File: src/logic/ifel_pkg.sv
// Functional notes
// RQ1: irq pin pulled low when enabled flag set
// RQ2: status top bit: OR of flag AND enable
// RQ3: flag 0: a-control edge sets, port a clears
// RQ4: flag 1: a-edge input sets, port a clears
// RQ5: flag 2: eight shifts set, shifter access clears
// RQ6: flag 3: b-control edge sets, port b clears
// RQ7: flag 4: b-edge input sets, port b clears
// RQ8: flag 5 timer two; low read/high write clear
// RQ9: flag 6 timer one; low read/latch write clear
// RQ10: status readable; writing one clears that flag
// RQ11: status bit 7 not stored; write ignored
// RQ12: one enable bit per flag, same position
// RQ13: enable write, bit7 zero clears selected bits
// RQ14: enable write, bit7 one sets selected bits
// RQ15: enable read returns bits, bit 7 zero
// RQ16: independent mode: port access keeps flag
// RQ17: edge select zero falling, one rising
// RQ18: reset clears flags and enables
// RQ19: set beats clear in same cycle
package ifel_pkg;
    localparam int NFLAG = 7;

    // ************************************************
    // register addresses
    // ************************************************
    localparam logic [3:0] ADDR_PORT_B     = 4'h0;
    localparam logic [3:0] ADDR_PORT_A     = 4'h1;
    localparam logic [3:0] ADDR_TMR1_LOW   = 4'h4;
    localparam logic [3:0] ADDR_TMR1_LATH  = 4'h7;
    localparam logic [3:0] ADDR_TMR2_LOW   = 4'h8;
    localparam logic [3:0] ADDR_TMR2_HIGH  = 4'h9;
    localparam logic [3:0] ADDR_SHIFT      = 4'hA;
    localparam logic [3:0] ADDR_FLAG       = 4'hD;
    localparam logic [3:0] ADDR_ENABLE     = 4'hE;

    // ************************************************
    // flag positions
    // ************************************************
    localparam int FLG_PA_CTL  = 0;
    localparam int FLG_PA_EDGE = 1;
    localparam int FLG_SHIFT   = 2;
    localparam int FLG_PB_CTL  = 3;
    localparam int FLG_PB_EDGE = 4;
    localparam int FLG_TMR2    = 5;
    localparam int FLG_TMR1    = 6;
    localparam int BIT_TOP     = 7;

    // ************************************************
    // peripheral and auxiliary control fields
    // ************************************************
    localparam int LC_PA_EDGE_RISE = 0;
    localparam int LC_PA_IND       = 1;
    localparam int LC_PA_CTL_RISE  = 2;
    localparam int LC_PA_OUT       = 3;
    localparam int LC_PB_EDGE_RISE = 4;
    localparam int LC_PB_IND       = 5;
    localparam int LC_PB_CTL_RISE  = 6;
    localparam int LC_PB_OUT       = 7;
    localparam int AFC_SHIFT_LSB   = 2;
    localparam int AFC_SHIFT_MSB   = 4;
    localparam logic [2:0] SHIFT_OFF = 3'h0;

    // ************************************************
    // reset values
    // ************************************************
    localparam logic [6:0] FLAG_RST   = 7'h00;
    localparam logic [6:0] ENABLE_RST = 7'h00;
    localparam logic [7:0] DATA_RST   = 8'h00;
endpackage

File: src/logic/ifel_flag_if.sv
`timescale 1ns/1ns
interface ifel_flag_if #(
    parameter int N = 7
);
    logic [N-1:0] set;
    logic [N-1:0] clr;
    logic [N-1:0] flags;

    modport bank (
        input  set,
        input  clr,
        output flags
    );
    modport ctrl (
        output set,
        output clr,
        input  flags
    );
endinterface

File: src/logic/ifel_interrupt_flag_enable_logic.sv
`timescale 1ns/1ns
module ifel_interrupt_flag_enable_logic (
    // clock and reset
    input  wire logic       mclk,
    input  wire logic       reset,
    // host bus
    input  wire logic       chip_select,
    input  wire logic       chip_select_n,
    input  wire logic [3:0] reg_select,
    input  wire logic       read_not_write,
    input  wire logic [7:0] data_in,
    output logic      [7:0] data_out,
    output logic            data_oe,
    // peripheral control lines
    input  wire logic       port_a_edge_input,
    input  wire logic       port_a_control_line,
    input  wire logic       port_b_edge_input,
    input  wire logic       port_b_control_line,
    // mode settings from the control registers
    input  wire logic [7:0] peripheral_line_control,
    input  wire logic [7:0] auxiliary_function_control,
    // events from timers and shifter
    input  wire logic       timer1_timeout,
    input  wire logic       timer2_timeout,
    input  wire logic       shift_done,
    // open drain interrupt request
    output logic            irq_request_n,
    output logic            irq_request_oe
);
    localparam int N = ifel_pkg::NFLAG;

    ifel_flag_if #(.N(N)) fl ();

    logic       access;
    logic       rd;
    logic       wr;
    logic       pa_edge_ev;
    logic       pa_ctl_ev;
    logic       pb_edge_ev;
    logic       pb_ctl_ev;
    logic       shift_on;
    logic       pa_ctl_in;
    logic       pb_ctl_in;
    logic       pending;
    logic [N-1:0] set_v;
    logic [N-1:0] clr_v;
    logic [N-1:0] enable_q;
    logic [N-1:0] enable_d;
    logic [7:0] data_q;
    logic [7:0] data_d;

    function automatic logic hit(input logic [3:0] sel,
                                 input logic [3:0] addr);
        hit = (sel == addr);
    endfunction

    // ************************************************
    // edge detectors on the four control lines
    // ************************************************
    ifel_edge_sync u_pa_edge (
        .mclk       (mclk),
        .reset      (reset),
        .line_in    (port_a_edge_input),
        .rising_sel (peripheral_line_control[ifel_pkg::LC_PA_EDGE_RISE]),
        .edge_pulse (pa_edge_ev)
    );
    ifel_edge_sync u_pa_ctl (
        .mclk       (mclk),
        .reset      (reset),
        .line_in    (port_a_control_line),
        .rising_sel (peripheral_line_control[ifel_pkg::LC_PA_CTL_RISE]),
        .edge_pulse (pa_ctl_ev)
    );
    ifel_edge_sync u_pb_edge (
        .mclk       (mclk),
        .reset      (reset),
        .line_in    (port_b_edge_input),
        .rising_sel (peripheral_line_control[ifel_pkg::LC_PB_EDGE_RISE]),
        .edge_pulse (pb_edge_ev)
    );
    ifel_edge_sync u_pb_ctl (
        .mclk       (mclk),
        .reset      (reset),
        .line_in    (port_b_control_line),
        .rising_sel (peripheral_line_control[ifel_pkg::LC_PB_CTL_RISE]),
        .edge_pulse (pb_ctl_ev)
    );

    ifel_flag_bank #(.N(N)) u_bank (
        .mclk  (mclk),
        .reset (reset),
        .fl    (fl)
    );

    // ************************************************
    // decode and flag set/clear
    // ************************************************
    assign access = chip_select & ~chip_select_n;
    assign rd     = access & read_not_write;
    assign wr     = access & ~read_not_write;
    assign shift_on = auxiliary_function_control[ifel_pkg::AFC_SHIFT_MSB:
                      ifel_pkg::AFC_SHIFT_LSB] != ifel_pkg::SHIFT_OFF;
    // output modes drive the line, so its edges raise nothing
    assign pa_ctl_in = ~peripheral_line_control[ifel_pkg::LC_PA_OUT];
    // serial port owns the b control line while shifting
    assign pb_ctl_in = ~peripheral_line_control[ifel_pkg::LC_PB_OUT]
                       & ~shift_on;

    always_comb begin
        set_v = '0;
        clr_v = '0;
        set_v[ifel_pkg::FLG_PA_CTL]  = pa_ctl_ev & pa_ctl_in;   // [RQ3]
        set_v[ifel_pkg::FLG_PA_EDGE] = pa_edge_ev;              // [RQ4]
        set_v[ifel_pkg::FLG_SHIFT]   = shift_done & shift_on;   // [RQ5]
        set_v[ifel_pkg::FLG_PB_CTL]  = pb_ctl_ev & pb_ctl_in;   // [RQ6]
        set_v[ifel_pkg::FLG_PB_EDGE] = pb_edge_ev;              // [RQ7]
        set_v[ifel_pkg::FLG_TMR2]    = timer2_timeout;          // [RQ8]
        set_v[ifel_pkg::FLG_TMR1]    = timer1_timeout;          // [RQ9]
        if (access && hit(reg_select, ifel_pkg::ADDR_PORT_A)) begin
            clr_v[ifel_pkg::FLG_PA_CTL] =                       // [RQ3]
                ~(pa_ctl_in
                  & peripheral_line_control[ifel_pkg::LC_PA_IND]); // [RQ16]
            clr_v[ifel_pkg::FLG_PA_EDGE] = 1'b1;                // [RQ4]
        end
        if (access && hit(reg_select, ifel_pkg::ADDR_PORT_B)) begin
            clr_v[ifel_pkg::FLG_PB_CTL] =                       // [RQ6]
                ~(pb_ctl_in
                  & peripheral_line_control[ifel_pkg::LC_PB_IND]); // [RQ16]
            clr_v[ifel_pkg::FLG_PB_EDGE] = 1'b1;                // [RQ7]
        end
        // disabled shifter holds its flag at zero
        if ((access && hit(reg_select, ifel_pkg::ADDR_SHIFT)) || !shift_on)
            clr_v[ifel_pkg::FLG_SHIFT] = 1'b1;                  // [RQ5]
        if ((rd && hit(reg_select, ifel_pkg::ADDR_TMR2_LOW))
            || (wr && hit(reg_select, ifel_pkg::ADDR_TMR2_HIGH)))
            clr_v[ifel_pkg::FLG_TMR2] = 1'b1;                   // [RQ8]
        if ((rd && hit(reg_select, ifel_pkg::ADDR_TMR1_LOW))
            || (wr && hit(reg_select, ifel_pkg::ADDR_TMR1_LATH)))
            clr_v[ifel_pkg::FLG_TMR1] = 1'b1;                   // [RQ9]
        // bit 7 of the data is simply not looked at
        if (wr && hit(reg_select, ifel_pkg::ADDR_FLAG))
            clr_v = clr_v | data_in[N-1:0];             // [RQ10] [RQ11]
    end

    assign fl.set = set_v;
    assign fl.clr = clr_v;

    // ************************************************
    // enable register, set/clear write format
    // ************************************************
    always_comb begin
        enable_d = enable_q;
        if (wr && hit(reg_select, ifel_pkg::ADDR_ENABLE)) begin
            if (data_in[ifel_pkg::BIT_TOP])
                enable_d = enable_q | data_in[N-1:0];           // [RQ14]
            else
                enable_d = enable_q & ~data_in[N-1:0];          // [RQ13]
        end
    end

    always_ff @(posedge mclk) begin
        if (reset)
            enable_q <= ifel_pkg::ENABLE_RST;                   // [RQ18]
        else
            enable_q <= enable_d;
    end

    // ************************************************
    // request and read back
    // ************************************************
    assign pending = |(fl.flags & enable_q);                    // [RQ12]

    always_comb begin
        data_d = data_q;
        if (rd && hit(reg_select, ifel_pkg::ADDR_FLAG))
            data_d = {pending, fl.flags};                       // [RQ2] [RQ10]
        else if (rd && hit(reg_select, ifel_pkg::ADDR_ENABLE))
            data_d = {1'b0, enable_q};                          // [RQ15]
    end

    always_ff @(posedge mclk) begin
        if (reset)
            data_q <= ifel_pkg::DATA_RST;
        else
            data_q <= data_d;
    end

    // other addresses belong to neighbouring blocks, so stay off the bus
    assign data_oe  = rd && (hit(reg_select, ifel_pkg::ADDR_FLAG)
                             || hit(reg_select, ifel_pkg::ADDR_ENABLE));
    assign data_out = data_q;

    // open drain: only ever pulls low, shared with other devices
    assign irq_request_n  = 1'b0;
    assign irq_request_oe = pending;                            // [RQ1]
endmodule

File: src/logic/ifel_edge_sync.sv
`timescale 1ns/1ns
module ifel_edge_sync (
    // clock and reset
    input  wire logic mclk,
    input  wire logic reset,
    // line and edge choice
    input  wire logic line_in,
    input  wire logic rising_sel,
    // detected edge
    output logic      edge_pulse
);
    logic [2:0] sync_q;
    logic [2:0] sync_d;
    logic       stable_q;
    logic       stable_d;
    logic       pulse_q;
    logic       pulse_d;

    // ************************************************
    // three stage sync, change counts when 2 and 3 agree
    // ************************************************
    always_comb begin
        sync_d   = {sync_q[1:0], line_in};
        stable_d = stable_q;
        pulse_d  = 1'b0;
        if (sync_q[1] == sync_q[2] && sync_q[2] != stable_q) begin
            stable_d = sync_q[2];
            pulse_d  = (sync_q[2] == rising_sel);  // [RQ17]
        end
    end

    always_ff @(posedge mclk) begin
        if (reset) begin
            sync_q   <= 3'h0;
            stable_q <= 1'b0;
            pulse_q  <= 1'b0;
        end else begin
            sync_q   <= sync_d;
            stable_q <= stable_d;
            pulse_q  <= pulse_d;
        end
    end

    assign edge_pulse = pulse_q;
endmodule

File: src/logic/ifel_flag_bank.sv
`timescale 1ns/1ns
module ifel_flag_bank #(
    parameter int N = 7
) (
    // clock and reset
    input  wire logic mclk,
    input  wire logic reset,
    // set, clear and state
    ifel_flag_if.bank fl
);
    logic [N-1:0] flag_q;
    logic [N-1:0] flag_d;

    // ************************************************
    // one latch per flag
    // ************************************************
    generate
        for (genvar i = 0; i < N; i++) begin : g_flag
            always_comb begin
                flag_d[i] = flag_q[i];
                if (fl.clr[i])
                    flag_d[i] = 1'b0;
                if (fl.set[i])
                    flag_d[i] = 1'b1;  // [RQ19]
            end
        end
    endgenerate

    always_ff @(posedge mclk) begin
        if (reset)
            flag_q <= ifel_pkg::FLAG_RST[N-1:0];  // [RQ18]
        else
            flag_q <= flag_d;
    end

    assign fl.flags = flag_q;
endmodule

File: config.mk
export PLATFORM = sky130hd
export DESIGN_NAME = ifel_interrupt_flag_enable_logic
export DESIGN_NICKNAME = d
export VERILOG_FILES = /design/src/logic/ifel_pkg.sv /design/src/logic/ifel_flag_if.sv /design/src/logic/ifel_interrupt_flag_enable_logic.sv /design/src/logic/ifel_edge_sync.sv /design/src/logic/ifel_flag_bank.sv
export SDC_FILE = /design/constraint.sdc
export NUM_CORES = 1
export LEC_CHECK = 0
export ABC_AREA = 1
export BUFFER_PORTS_ARGS = -buffer_cell sky130_fd_sc_hd__buf_2
export CORE_AREA = 2 2 79 81
export CTS_BUF_LIST = sky130_fd_sc_hd__clkbuf_16
export CTS_CLUSTER_DIAMETER = 30
export CTS_CLUSTER_SIZE = 16
export DETAILED_ROUTE_END_ITERATION = 7
export DIE_AREA = 0 0 81 83
export GPL_ROUTABILITY_DRIVEN = 0
export HOLD_SLACK_MARGIN = 0.06
export PLACE_DENSITY = 0.55
export SYNTH_ARGS = -nofsm -noshare
export SYNTH_HDL_FRONTEND = slang
export SYNTH_SLANG_ARGS = --single-unit
File: constraint.sdc
create_clock -name mclk -period 1.1 [get_ports mclk]
set_input_delay 0.11 -clock mclk [delete_from_list [all_inputs] [get_ports mclk]]
set_output_delay 0.11 -clock mclk [all_outputs]
set_load 0.02 [all_outputs]
Word level (Yosys, flattened, before mapping)
Cells that the tools add are included.
Operators by class
  equality and inequality tests: 20
  muxes and demuxes: 23
  bitwise gates (word level): 25
  reductions and logical operators: 36
Operators by type and width (number)
  4-bit equality test, second input constant: 5
  1-bit 2-to-1 mux: 17
  1-bit logical AND: 16
  8-bit 2-to-1 mux: 2
  2-bit nonzero test: 8
  7-bit AND: 2
  7-bit 2-to-1 mux: 2
  7-bit bitwise OR: 2
  1-bit inverter: 11
  1-bit AND: 9
  1-bit equality test: 8
  4-bit by 3-bit equality test with 1-bit output, second input constant: 2
  2-bit OR reduction: 4
  7-bit inverter: 1
  7-bit OR reduction: 1
  4-bit by 1-bit equality test with 1-bit output, second input constant: 1
  4-bit logical NOT: 1
  1-bit logical OR: 4
  2-bit 2-to-1 mux: 2
  1-bit inequality test: 4
  3-bit nonzero test: 1
  1-bit logical NOT: 1
Word-level totals
  register bits: 42
  input bits: 40
  output and inout bits: 11

Logic depth before layout (Yosys ltp)
  depth in word-level cells: 10
  depth in mapped cells: 9

Hierarchy
A second synthesis with hierarchy kept.
Unflattened totals
  cells, all modules: 341
  area, all modules: 2118.3 um^2
Modules (own cells, without submodules)
  ifel_interrupt_flag_enable_logic: times used 1, cells each 202, area an instance 1118.6 um^2, sequential area each 300.3 um^2
  ifel_edge_sync: times used 4, cells each 26, area an instance 186.4 um^2, sequential area each 100.1 um^2
  ifel_flag_bank: times used 1, cells each 35, area an instance 254.0 um^2, sequential area each 140.1 um^2

Worst setup path after synthesis
No wires, ideal clock.
  kind: input port to flip-flop
  start: input port chip_select_n
  end: register data_q[4], in the netlist data_out[4]
  data arrival time: 928 ps
  data required time: 972 ps
  path slack: 44 ps
  stages: 9
  path buffers: 1
  cell sequence: inv_2 nand2_1 nor2_2 buf_4 nand2_4 nand2_4 nor2_1 nor2_1 nor2_1
Between the ends
  cells in the longest elaborated chain, start to end: 5
  elaborated cells between the ends (all ways): 7
  those cells by class: 1 x mux; 3 x bitwise; 3 x reduce/logical
Ends and longest elaborated chain
  start: declaration: RTL line ifel_interrupt_flag_enable_logic.sv:8  | input wire logic chip_select_n,
  1-bit inverter (*): RTL line ifel_interrupt_flag_enable_logic.sv:98  | assign access = chip_select & ~chip_select_n;
  1-bit AND (*): RTL line ifel_interrupt_flag_enable_logic.sv:98
  1-bit AND (*): RTL line ifel_interrupt_flag_enable_logic.sv:99  | assign rd = access & read_not_write;
  1-bit logical AND, on equally long branches: RTL line ifel_interrupt_flag_enable_logic.sv:175, ifel_interrupt_flag_enable_logic.sv:177
  8-bit 2-to-1 mux / 2-bit nonzero test (equally long branches)
  end signal: assignment: RTL line ifel_interrupt_flag_enable_logic.sv:183  | data_q <= ifel_pkg::DATA_RST;
  end signal: assignment: RTL line ifel_interrupt_flag_enable_logic.sv:185  | data_q <= data_d;
  end: declaration: RTL line ifel_interrupt_flag_enable_logic.sv:49  | logic [7:0] data_q;
Mark *: on every way between the ends. The rest lies on a longest branch, timed or not.
A chain may end at the register's enable or synchronous reset.

Worst setup path in the final report
  start: register u_bank.flag_q[1], in the netlist u_bank.fl.flags[1]
  end: output port irq_request_oe
Between the ends
  cells in the longest elaborated chain, start to end: 2
Ends and longest elaborated chain
  start: declaration: RTL line ifel_flag_bank.sv:11  | logic [N-1:0] flag_q;
  start signal: assignment: RTL line ifel_flag_bank.sv:31  | flag_q <= ifel_pkg::FLAG_RST[N-1:0];
  start signal: assignment: RTL line ifel_flag_bank.sv:33  | flag_q <= flag_d;
  7-bit AND: RTL line ifel_interrupt_flag_enable_logic.sv:171  | assign pending = |(fl.flags & enable_q);
  7-bit OR reduction: RTL line ifel_interrupt_flag_enable_logic.sv:171
  end: declaration: RTL line ifel_interrupt_flag_enable_logic.sv:28  | output logic irq_request_oe
Every way passes these cells.

==> summary.txt <==
status = complete, but fails checks
violated checks = negative setup slack
Initial Util = 0.341
critical-path cell list = nand2_1 -> nand3_2 -> a21oi_2 -> nand2_2 -> buf_6
first-pass iteration count of the detailed router = 4
routed vias/inst = 4.46
worst slack, placed = -0.0756 ns
WS Path Type = flip-flop to primary output
clock buffer depth = 2
cell taking the most area after synthesis = dfxtp_1
syn_area_per_cell = 7.10 um2
worst skew pair latency = 0.28 ns
fraction of registers with async set/reset = 0
HPWL Detailed = 3.37 mm
share of cells above drive strength 1 = 0.302
Worst-path clk slew = 0.06 ns
max-cap viol count = 0
total power = 3340 uW
WL final = 4.44 mm
routed vias = 1898
Pwr per Cell Area = 1230 nW/um2
CTS Sinks = 42
fin crit share = 1.07
Top FF cell, synth = dfxtp_1
Post-synth EDFFs = 0
final setup violation count = 1
min-delay worst type = primary input to flip-flop
Root Buffer = clkbuf_16
Critical-path top delay cell = dfxtp_2
synth unique cells = 23
Fmax = 851 MHz
DRC viols = 0
CTS buffer count = 5
global-route wire length before repair = 7.70 mm
setup TNS = -0.0747 ns
Placed Instance Area = 2420 um2
P&R area growth vs syn = 37.7%
P_leak = 0.00127 uW
die height = 83 um
Top Ports = 51
crit start category = flip-flop
Nets = 390
clock skew after layout = 0.00335 ns
maximum VDD drop = 779 uV
crit path DAT = 1.06 ns
remaining antenna violation count after routing = 0
initial antenna violation count = 0
YS warnings = 0
minimum clock period after layout = 1.17 ns
number of global-route vias before repair = 1869
final instance area = 2730 um2
WP data required = 0.99 ns
count of final max-slew check failures = 0
most common cell in the synthesized netlist = nand2_1
Total GRT Usage = 0.143
Mapped Cells = 279
Final Hold Vio Count = 0
Avg WL per Cell = 10.4 um
post-synthesis sequential area ratio = 0.424
final worst slack = -0.0747 ns
GR Overflow Total = 0
H-tree levels = 2
syn_nets = 319
post-synth top area share = 0.424
Commonest cells post-synth = 47 x nand2_1, 42 x dfxtp_1, 39 x inv_1, 39 x nor2_1, 38 x nand3_1
CTS tree = yes
Yosys reg bits = 42
Die W = 81 um
RSZ-0062 raised after global routing = yes
largest net degree at the start of global routing = 20
row cnt = 28
hold_ws = 0.0823 ns
largest cells by area after synthesis = dfxtp_1 42%, nand3_1 9.6%, nand2_1 8.9%, inv_1 7.4%, nor2_1 7.4%
DRT iter0 DRCs = 78
slowest cell delay on critical path = 0.32 ns
Core Region = 5820 um2
ant diodes = 0
PortBufs = 44
Setup crit end kind = primary output
die area = 6720 um2
Post-Syn Area = 1980 um2
CP max FO = 2
power by group:
| group | internal, uW | switching (uW) |
|---|---|---|
| Clock | 852 | 622 |
| Combinational | 141 | 164 |
| Sequential | 1550 | 15.0 |
metrics by stage:
stage	cells	utilization
finish	426	0.469
global route	426	0.469
CTS	425	0.462
detailed placement	406	0.415
global placement	406	0.415
floorplan	279	-
worst max-delay path, delay by kind of cell, from the launching register on:
family / cells / cell delay [ns]
flops: 1 / 0.32
simple gates: 3 / 0.22
buf+inv: 1 / 0.13
compound gates: 1 / 0.11
path summary, 6_finish.rpt:
kind | from | end | slack (ns) | cells past startpoint
worst min register to register | u_pb_ctl.sync_q[0] | u_pb_ctl.sync_q[1] | 0.40 | 2
worst max-delay path | u_bank.fl.flags[1] | irq_request_oe | -0.07 | 5
worst min-delay path | timer1_timeout | u_bank.fl.flags[6] | 0.08 | 3
worst max register to register | u_bank.fl.flags[1] | data_out[7] | 0 | 8
layout by cell type, fill, tap and decap left out, types with 2 or more instances in the layout:
master | netlist | final
dlygate4sd3_1 | 0 | 6
dfxtp_1 | 42 | 36
nand3b_1 | 7 | 7
xor2_1 | 4 | 4
nor2_1 | 39 | 39
inv_2 | 4 | 4
a21oi_2 | 0 | 3
clkbuf_16 | 0 | 5
nand2_2 | 3 | 9
buf_2 | 1 | 42
a21oi_1 | 22 | 19
nand3_1 | 38 | 37
nand4_1 | 4 | 4
nand2_4 | 4 | 4
nor3_1 | 8 | 8
inv_1 | 39 | 39
nor2_4 | 0 | 2
dfxtp_2 | 0 | 6
o21a_1 | 4 | 4
buf_4 | 2 | 20
nand2_1 | 47 | 41
buf_12 | 0 | 4
per-layer routing:
layer / vias up / wire, um / global-route usage
met3: 9 / 161 / 0.0337
met5: - / 0 / 0
li1: 1024 / - / -
met1: 830 / 2000 / 0.172
met4: 0 / 91 / 0.0586
met2: 35 / 2180 / 0.242
logic make-up (layout without fill, tap and decap cells):
group	after synthesis	in the layout	synth area share
and+or+nand+nor	154	154	0.375
xor gates and xnor gates	4	4	0.0177
buffers and inverters	52	124	0.110
other	1	1	0.00189
AOI/OAI and AO/OA	26	26	0.0707
DFF	42	42	0.424
cell type report:
cell class / count / area (um2)
clock buffer: 5 / 125
fill: 627 / 3090
tap: 75 / 93.8
sequential: 42 / 848
inverter: 43 / 161
multi-input combinational: 185 / 963
clock inverter: 3 / 25.0
timing repair buffer: 73 / 512
repair_timing:
item / in CTS / in global routing
gates cloned: 0 / 0
gates resized for setup: 10 / 11
setup buffers: 5 / 1
setup endpoints to repair: 2 / 4
endpoints found under the hold margin: 6 / 0
pin swaps: 3 / 5
hold buffers: 6 / 0
Power figures use the tool's default switching activity.
